**src/shared/lrs_consts.svh**
```systemverilog
/*
  constants for the reservation / sanitize descriptor checker:
  opcodes, field positions, status and sense codes, register map.
  assumes nothing; included by package and design files.
*/
`ifndef LRS_CONSTS_SVH
`define LRS_CONSTS_SVH

`define LRS_OP_REZERO 8'h01
`define LRS_OP_RSV6 8'h16
`define LRS_OP_SANITIZE 8'h48
`define LRS_OP_RSV10 8'h56
`define LRS_SA_OVERWRITE 5'h01
`define LRS_SA_CRYPTO 5'h03
`define LRS_SA_EXIT 5'h1f
`define LRS_BIT_EXT 0
`define LRS_BIT_3RD 4
`define LRS_BIT_IMMED 7
`define LRS_BIT_ALLOW_EXIT 5
`define LRS_ST_GOOD 8'h00
`define LRS_ST_CHECK 8'h02
`define LRS_ST_CONFLICT 8'h18
`define LRS_SK_NONE 4'h0
`define LRS_SK_ILLEGAL 4'h5
`define LRS_ASC_NONE 8'h00
`define LRS_ASC_INV_CDB 8'h24
`define LRS_REG_STATUS 12'h000
`define LRS_REG_IRQ 12'h004
`define LRS_REG_MASK 12'h008
`define LRS_REG_SAN_CTRL 12'h00c
`define LRS_SAN_TIME_US 100
`define LRS_SAN_CYCLES (`LRS_SAN_TIME_US * 100)
`define LRS_IRQ_W 4

`endif

```
**src/shared/lrs_pkg.sv**
```systemverilog
/*
  types for the reservation / sanitize descriptor checker.
  assumes lrs_consts.svh is on the include path.
*/
`include "lrs_consts.svh"
package lrs_pkg;
  // one received descriptor with its issuing initiator
  typedef struct packed {
    logic [3:0] initiator;
    logic [9:0][7:0] cdb;
  } lrs_cmd_t;

  // answer to one descriptor
  typedef struct packed {
    logic [7:0] status;
    logic [3:0] sense_key;
    logic [7:0] asc;
  } lrs_resp_t;

  // verdict from the field checker
  typedef enum logic [2:0] {
    LRS_V_GOOD, LRS_V_INVALID, LRS_V_CONFLICT, LRS_V_SEEK,
    LRS_V_SANITIZE, LRS_V_OTHER
  } lrs_verdict_t;
endpackage

```
**src/design/lrs_apb_regs.sv**
```systemverilog
/*
  apb slave: sticky event status, mask, sanitize control, status readback.
  assumes apb master on the same clock; one-cycle answers.
*/
`timescale 1ns/100ps
`include "lrs_consts.svh"
module lrs_apb_regs (
  input wire logic clock,
  input wire logic srst,
  input wire logic psel,
  input wire logic penable,
  input wire logic pwrite,
  input wire logic [11:0] paddr,
  input wire logic [31:0] pwdata,
  output logic [31:0] prdata,
  output logic pready,
  output logic pslverr,
  input wire logic [`LRS_IRQ_W-1:0] events,
  input wire logic [7:0] state_bits,
  output logic san_fail_req,
  output logic irq
);
  import lrs_pkg::*;
  logic [`LRS_IRQ_W-1:0] sts_q, sts_d, msk_q, msk_d;
  logic fail_q, fail_d;
  logic [31:0] rd_q, rd_d;
  logic err_q, err_d;
  logic acc, wr;
  assign acc = psel && penable;
  assign wr = acc && pwrite;
  assign pready = 1'b1;
  assign prdata = rd_q;
  assign pslverr = err_q;
  assign san_fail_req = fail_q;
  assign irq = |(sts_q & msk_q);

  // register next values; a set wins over a write-one clear
  always_comb
  begin
    sts_d = sts_q;
    msk_d = msk_q;
    fail_d = fail_q;
    rd_d = 32'h00000000;
    err_d = 1'b0;
    if (wr && paddr == `LRS_REG_IRQ)
      sts_d = sts_q & ~pwdata[`LRS_IRQ_W-1:0];
    sts_d = sts_d | events;
    if (wr && paddr == `LRS_REG_MASK)
      msk_d = pwdata[`LRS_IRQ_W-1:0];
    if (wr && paddr == `LRS_REG_SAN_CTRL)
      fail_d = pwdata[0];
    if (psel && !penable)
    begin
      case (paddr)
        `LRS_REG_STATUS: rd_d = {24'h000000, state_bits};
        `LRS_REG_IRQ: rd_d = {28'h0000000, sts_q};
        `LRS_REG_MASK: rd_d = {28'h0000000, msk_q};
        `LRS_REG_SAN_CTRL: rd_d = {31'h00000000, fail_q};
        default: err_d = 1'b1;
      endcase
    end
    else if (acc)
    begin
      rd_d = rd_q;
      err_d = err_q;
    end
  end

  always_ff @(posedge clock)
  begin
    if (srst)
    begin
      sts_q <= '0;
      msk_q <= '0;
      fail_q <= 1'b0;
      rd_q <= 32'h00000000;
      err_q <= 1'b0;
    end
    else
    begin
      sts_q <= sts_d;
      msk_q <= msk_d;
      fail_q <= fail_d;
      rd_q <= rd_d;
      err_q <= err_d;
    end
  end
endmodule

```
**config.mk**
```make
export PLATFORM = sky130hd
export DESIGN_NAME = lrs_apb_regs
export DESIGN_NICKNAME = d
export VERILOG_FILES = /design/src/shared/lrs_pkg.sv /design/src/design/lrs_apb_regs.sv
export VERILOG_INCLUDE_DIRS = /design/src /design/src/shared
export SDC_FILE = /design/constraint.sdc
export NUM_CORES = 1
export LEC_CHECK = 0
export BUFFER_PORTS_ARGS = -buffer_cell sky130_fd_sc_hd__buf_2
export CAP_MARGIN = 20
export CORE_UTILIZATION = 35
export CTS_CLUSTER_DIAMETER = 200
export CTS_CLUSTER_SIZE = 25
export DETAILED_ROUTE_END_ITERATION = 10
export HOLD_SLACK_MARGIN = 0.03
export PLACE_DENSITY_LB_ADDON = 0.08
export SLEW_MARGIN = 20
export SYNTH_ARGS = -nofsm -noshare
export SYNTH_HDL_FRONTEND = slang
export SYNTH_SLANG_ARGS = --single-unit
export TNS_END_PERCENT = 10
```
**constraint.sdc**
```tcl
create_clock -name clock -period 1.2 [get_ports clock]
set_input_delay 0.24 -clock clock [delete_from_list [all_inputs] [get_ports clock]]
set_output_delay 0.24 -clock clock [all_outputs]
set_load 0.01 [all_outputs]
```
# After elaboration in Yosys (flattened, before gate mapping)
# Cells that the tools add are included.
classes:
  reduce_logical: 10
  eq_ne: 4
  muxes: 7
  bitwise: 4
ops:
  columns: ["operator", "count"]
  rows:
  - ["$mux 32", 2]
  - ["$pmux 8 s4", 1]
  - ["$eq 12x4->1 const B", 2]
  - ["$eq 12x3->1 const B", 1]
  - ["$logic_not 12->1", 1]
  - ["$and 4x4->4", 2]
  - ["$reduce_or 4->1", 2]
  - ["$logic_and 1x1->1", 6]
  - ["$mux 4", 1]
  - ["$not 4->4", 1]
  - ["$or 4x4->4", 1]
  - ["$mux 1", 3]
  - ["$ne 2x1->1 const B", 1]
  - ["$logic_not 1->1", 1]
word_totals:
  inputBits: 61
  elab_cells: 30
  reg_bits: 42
  output_inout_bits: 36

# Logic depth before layout (Yosys ltp)
# Gate-level depths: netlist of the first run.
logic_depth:
  ltp_word: 5
  mapped_depth: 5
  ltp_nobuf: 3

# Worst setup path after synthesis of the first run
# OpenSTA, ideal clock, no wires.
synth_timing:
  kind: "input to register"
  start: "input port paddr[5]"
  end: "register msk_q[0]"
  n_path_buf: 1
  t_arrival_ps: 1172
  required_time_ps: 1128
  setup_slack_ps: -43
  stages: 4
  setup_time_ps: 72
  path_cell_list: "nor4_2 -> and4_1 -> buf_4 -> mux2i_1"
synth_between:
  elab_chain_len: 2
synth_lines:
  columns: ["item", "line_no", "rtl"]
  rows:
  - ["start, declared", "lrs_apb_regs.sv:13", "input wire logic [11:0] paddr,"]
  - ["$eq 12x4->1", null, null]
  - ["$logic_and 1x1->1 (no line)", null, null]
  - ["end signal, assigned", "lrs_apb_regs.sv:82", "msk_q <= msk_d;"]
  - ["end, declared", "lrs_apb_regs.sv:24", "logic [`LRS_IRQ_W-1:0] sts_q, sts_d, msk_q, msk_d;"]
# Every way passes these cells.
# A chain may end at the register's enable or synchronous reset.

# Final worst setup path of the first run
layout_timing:
  start: "register sts_q[3]"
  end: "output port irq"
layout_between:
  elab_chain_len: 2
layout_lines:
  columns: ["item", "line_no", "rtl"]
  rows:
  - ["start, declared", "lrs_apb_regs.sv:24", null]
  - ["start signal, assigned", "lrs_apb_regs.sv:81", "sts_q <= sts_d;"]
  - ["$and 4x4->4", "lrs_apb_regs.sv:35", "assign irq = |(sts_q & msk_q);"]
  - ["$reduce_or 4->1", "lrs_apb_regs.sv:35", null]
  - ["end, declared", "lrs_apb_regs.sv:21", "output logic irq"]
# Every way passes these cells.

==> results of run 1 <==
layer usage:
layer | up-vias | track usage (%) | share of wire [%]
li1 | 549 | - | -
met1 | 486 | 20.62 | 45
met2 | 44 | 28.41 | 48
met3 | 4 | 1.919 | 5.2
met4 | 0 | 7.792 | 1.3
met5 | - | 0 | 0
sequential cells by signal (all words and copies together), names as in the netlist:
register,cells
msk_q,4
prdata,8
pslverr,1
san_fail_req,1
sts_q,4
area by class of cell:
| cell class | count | area, sq um | share of cell area [%] |
|---|---|---|---|
| well taps | 44 | 55.05 | 3.667 |
| clock buffers | 4 | 36.28 | 2.417 |
| repair buffers | 59 | 335.3 | 22.33 |
| multi-input cells | 106 | 685.7 | 45.67 |
| flip-flops and latches | 18 | 366.6 | 24.42 |
| inverters | 6 | 22.52 | 1.500 |
power by group through the flow:
stage / logic, mW / registers, mW / clock network (mW)
finish: 0.228 / 0.619 / 0.386
CTS: 0.227 / 0.617 / 0.403
global route: 0.257 / 0.621 / 0.435
global placement: 0.215 / 0.631 / 0
floorplan: 0.180 / 0.629 / 0
detailed placement: 0.219 / 0.631 / 0
cells in the final DEF (no fill, tap or decap), drive strengths merged, types with 2 or more instances in the layout:
master | Yosys | layout
buf | 30 | 59
conb | 2 | 25
dfxtp | 18 | 18
nand2 | 15 | 15
nand2b | 9 | 9
inv | 6 | 6
mux2i | 6 | 6
nor2 | 5 | 5
a311oi | 4 | 4
o21ai | 4 | 4
clkbuf | 2 | 4
nand4 | 3 | 3
nand3b | 3 | 3
a22oi | 3 | 3
nor4 | 2 | 2
nor3 | 2 | 2
and3b | 2 | 2
or4b | 2 | 2
a21oi | 2 | 2
nor4b | 2 | 2
a22o | 2 | 2
a2bb2oi | 2 | 2
o211a | 2 | 2
kinds of logic after synthesis:
family                 count (synthesis)  share of synthesized area, %
AND/OR/NAND/NOR                       53                         28.02
AO/OA/AOI/OAI                         22                         14.69
other                                  2                        0.6252
multiplexers                           6                         5.000
flip-flops                            18                         30.00
buffers and inverters                 38                         21.67
path summary, 6_finish.rpt:
check | end | cells after the start | slack, ns
worst max-delay path | irq | 3 | -0.05
worst min-delay path | sts_q[2]$_SDFF_PP0_ | 2 | 0.12
worst max register to register | prdata[1]$_SDFFE_PP0P_ | 3 | 0.12
worst min register to register | prdata[7]$_SDFFE_PP0P_ | 2 | 0.46
what timing repair did:
action	in CTS	in global routing
buffers inserted	4	0
endpoints found under the setup margin	1	2
resized for setup	5	2
stage by stage:
step                      TNS [ns]  std cells
after detailed placement    -2.184        229
after floorplan                  0        162
after global routing       -0.1218        237
after global placement      -1.945        229
after CTS                 -0.06761        237
final                     -0.04698        237
==> metrics.csv, run 1 <==
metric,value,unit
area delta synth->final,25.00,%
status,finished with violations,
max-cap violations,0,
largest net degree at the start of global routing,15,
Comb pwr share,18.5,%
ys flop type,dfxtp_1,
"Setup violations, final",1,
Final Util,47.62,%
"top cells by count, synth","buf_4, dfxtp_1, nand2_1, nand2b_1",
Antenna Nets Post-Route,0,
Routed WL per cell,11.14,um
clk_skew,0.004935,ns
Place WS,-0.1976,ns
"Distinct cells, synth",37,
Mean Syn Cell Area,8.641,sq um
Net Sw Frac,27.19,%
RSZ-0062 raised after global routing,true,
Top Ports,97,
Post-CTS Hold Fix Bufs,0,
Seq cells post-synth,18,
Fillers,331,
total chip power,1.232,mW
vias,1083,
Final Hold Vio Count,0,
synth warn,0,
number of synthesized flops with an enable pin,0,
most frequent cell after synthesis,buf_4,
full die area,3670,sq um
asr flop ratio synth,0,%
Max Freq,0.8019,GHz
"Seq/Total Area, Yosys",30.00,%
Reg power frac,50.2,%
RD Place Congestion,0.7594,
Lkg Pwr,0.7142,nW
# rows,20,
CTS root buffer,clkbuf_4,
dominant cell type by area after synthesis,dfxtp_1,
Hold WC Path Type,input port to flop,
"Clk Latency, worst-skew pair",0.30,ns
Max IR drop VDD,0.3292,mV
Starting Density,38.10,%
CTS HTree Levels,1,
crit-path leading delay family,flip-flops,
Cell Pwr Density,820.8,nW/um^2
Die Y,60.58,um
PortBufs,43,
top cell type's share of synthesized area,30.00,%
DRC,0,
global-route wire length before repair,4505,um
Critical Path Source,sts_q[3]$_SDFF_PP0_,
placed cell area,1419,sq um
worst path cell trace,a22oi_2 > nand2_1 > buf_2,
Pre-antenna DRT Iters,4,
total grt overflow,0,
GR Util All Layers,16.54,%
worst endpoint required time,0.96,ns
WS Path Type,flop to output port,
post-route cell area,1501,sq um
number of clock sinks,18,
Hold Slack,0.1218,ns
hold_sp,pwdata[2],
Post-Syn Area,1201,sq um
post-route setup slack,-0.04698,ns
CP startpoint kind,flop,
Inserted Diodes,0,
vias in the first global route,1048,
Critical Path AT,1.01,ns
Critical-path top delay cell,dfxtp_2,
placeable core area,3153,sq um
CP max stage delay,0.34,ns
Die Width,60.58,um
vias per inst,4.570,
TritonCTS clock tree,done,
synth top area cells,"dfxtp_1, buf_4, mux2i_1",
failing checks,negative setup slack,
Final #Nets,255,
initial antenna violation count,0,
post-synthesis cell count,139,
fin crit share,103.9,%
TritonCTS Buffers,3,
clock group share of total power,31.3,%
clock transition at the registers of the reported paths,0.11,ns
final WL,2639,um
layout cell share with drive strength beyond 1,38.86,%
clk buf depth,2,
Buffers & Inverters on Critical Path,1,
DP Wirelength,2160,um
worst r2r src,sts_q[1]$_SDFF_PP0_,
crit path time final,1.247,ns
Slew Limit Fails,0,
Initial DRC Count,37,
NetSw,335.0,uW
Worst setup EP type,output port,
P_int,897.3,uW
critical path peak fanout,2,
Note: power is estimated with default switching activity, not from simulation.
==> run 2, diff against run 1 <==
==> constraint.sdc (replaced) <==
create_clock -name clock -period 1.2 [get_ports clock]
set_input_delay 0 -clock clock [delete_from_list [all_inputs] [get_ports clock]]
set_output_delay 0 -clock clock [all_outputs]
set_load 0.01 [all_outputs]
==> metrics.csv, run 2 (synthesized netlist as in run 1, its figures left out) <==
metric,value,unit,change
hold depth,3,,+1
Critical Path Source,sts_q[1]$_SDFF_PP0_,,
Antenna Nets Post-Route,0,,unchanged
worst r2r src,sts_q[1]$_SDFF_PP0_,,
CP startpoint kind,flop,,
DRC,0,,unchanged
Max IR drop VDD,0.5974,mV,+81%
NetSw,317.4,uW,-5.3%
Routed WL per cell,11.58,um,+4.0%
clock group share of total power,30.1,%,-1.2 points
fin crit share,92.67,%,-11 points
vias per inst,4.660,,+2.0%
Net Sw Frac,25.92,%,-1.3 points
Critical Path AT,1.30,ns,+0.29 ns
"Clk Latency, worst-skew pair",0.29,ns,about the same
clk_skew,0.002152,ns,-0.002783 ns
Setup TNS Final,0,ns,+0.04698 ns
Final Hold Vio Count,0,,unchanged
WS Path Type,flop to flop,,
largest net degree at the start of global routing,15,,unchanged
clk buf depth,2,,unchanged
Worst setup EP type,flop,,
vias,1123,,+3.7%
r2r setup slk,0.09,ns,-0.03 ns
max-cap violations,0,,unchanged
RD Place Congestion,0.7617,,+0.30%
RSZ-0062 raised after global routing,false,,
Critical-path top delay cell,dfxtp_1,,
Starting Density,38.10,%,unchanged
CTS HTree Levels,1,,unchanged
Initial DRC Count,22,,-41%
Slew Limit Fails,0,,unchanged
number of clock sinks,18,,unchanged
DP Wirelength,2120,um,-1.9%
Hold WC Path Type,input port to flop,,
Comb pwr share,19.5,%,+1.0 points
vias in the first global route,976,,-6.9%
placed cell area,1358,sq um,-4.3%
final WL,2790,um,+5.7%
Worst Reg-to-Reg Cells,3,,unchanged
TritonCTS Buffers,3,,unchanged
"commonest non-fill, non-tap cell in the layout",buf_2,,
worst path cell trace,mux2i_1 > o211a_1 > a2111oi_2,,
GR Util All Layers,15.54,%,-1.0 points
Final #Nets,259,,+1.6%
Max Freq,0.8993,GHz,+12%
Pre-antenna DRT Iters,4,,unchanged
initial antenna violation count,0,,unchanged
worst endpoint required time,1.39,ns,+0.43 ns
hold_sp,penable,,
area of the multi-input gates,666.9,sq um,-2.7%
critical path peak fanout,3,,+1
clock transition at the registers of the reported paths,0.10,ns,about the same
Hold Slack,0.05706,ns,-0.06473 ns
Cell Pwr Density,793.2,nW/um^2,-3.4%
Fillers,330,,-0.30%
P_int,907.2,uW,+1.1%
post-route cell area,1544,sq um,+2.8%
number of flip-flops in the largest register,8,,unchanged
Inserted Diodes,0,,unchanged
flip-flop and latch area,360.3,sq um,-1.7%
hold path endpoint,prdata[1]$_SDFFE_PP0P_,,
Reg power frac,50.4,%,+0.2 points
Final Util,48.97,%,+1.3 points
most frequent cells in the layout,"buf_2, conb_1, dfxtp_1",,
global-route wire length before repair,4209,um,-6.6%
Worst R2R End,prdata[1]$_SDFFE_PP0P_,,
Die Width,60.58,um,unchanged
layout cell share with drive strength beyond 1,28.93,%,-9.9 points
TritonCTS clock tree,done,,
Lkg Pwr,0.7181,nW,+0.55%
status,finished clean,,
area delta synth->final,28.54,%,
Top Ports,97,,unchanged
"Setup violations, final",0,,-1
placeable core area,3153,sq um,unchanged
total grt overflow,0,,unchanged
Die Y,60.58,um,unchanged
full die area,3670,sq um,unchanged
CTS root buffer,clkbuf_4,,
crit path time final,1.112,ns,-0.1350 ns
Post CTS Setup Buffer Count,0,,-4
PortBufs,43,,unchanged
CP max stage delay,0.38,ns,+0.04 ns
# rows,20,,unchanged
[run 2: cell types whose count changed in the layout (fill, tap and decap cells not counted), sizes merged]
cell and delta:
dlygate4sd3 +15, buf -11
[run 2: what timing repair did]
item,4_1_cts,5_1_grt
hold buffers,15,0
hold endpoints to repair,16,0
endpoints found under the setup margin,0,0
resized for setup,0,0
[run 2: layout make-up]
class | instances | area share, %
Multi-Input combinational cell | 106 | 43.19
Tap cell | 44 | 3.566
Timing Repair Buffer | 63 | 26.09
Clock buffer | 4 | 2.350
Inverter | 6 | 1.459
Sequential cell | 18 | 23.34
[run 2: power groups by stage]
stage	clock, mW	sequential [mW]	combinational (mW)
floorplan	0	0.629	0.179
global placement	0	0.631	0.196
detailed placement	0	0.631	0.200
CTS	0.393	0.617	0.237
global route	0.407	0.619	0.265
finish	0.368	0.618	0.239
[run 2: critical path, delay by kind of cell, from the launching register on]
| kind | cells | cell delay, ns |
|---|---|---|
| muxes | 1 | 0.09 |
| AOI/OAI and AO/OA | 2 | 0.55 |
| DFF | 1 | 0.38 |
[run 2: metal layers]
| metal | global-route usage (%) | up-vias | wire length [um] |
|---|---|---|---|
| met4 | 2.922 | 0 | 18 |
| met3 | 3.838 | 2 | 126 |
| met2 | 28.41 | 44 | 1384 |
| li1 | - | 561 | - |
| met5 | 0 | - | 0 |
| met1 | 18.48 | 516 | 1261 |
[run 2: how the worst max path moves through the flow]
stage / cells after the start / slack (ns) / end
2_1_floorplan: 4 / 0.20 / msk_q[0]$_SDFFE_PP0P_
3_3_place_gp: 5 / 0.02 / msk_q[3]$_SDFFE_PP0P_
3_5_place_dp: 5 / 0.03 / msk_q[1]$_SDFFE_PP0P_
4_1_cts: 3 / 0.08 / prdata[1]$_SDFFE_PP0P_
5_1_grt: 3 / 0.02 / prdata[1]$_SDFFE_PP0P_
6_report: 3 / 0.09 / prdata[1]$_SDFFE_PP0P_
[run 2: per-stage QoR]
stage          instances  setup WS, ns  power [mW]
5_1_grt              241       0.01752       1.291
3_5_place_dp         222       0.03202      0.8307
4_1_cts              241       0.07607       1.247
6_report             241       0.08798       1.225
2_1_floorplan        162        0.1969      0.8081
3_3_place_gp         222       0.02415      0.8265
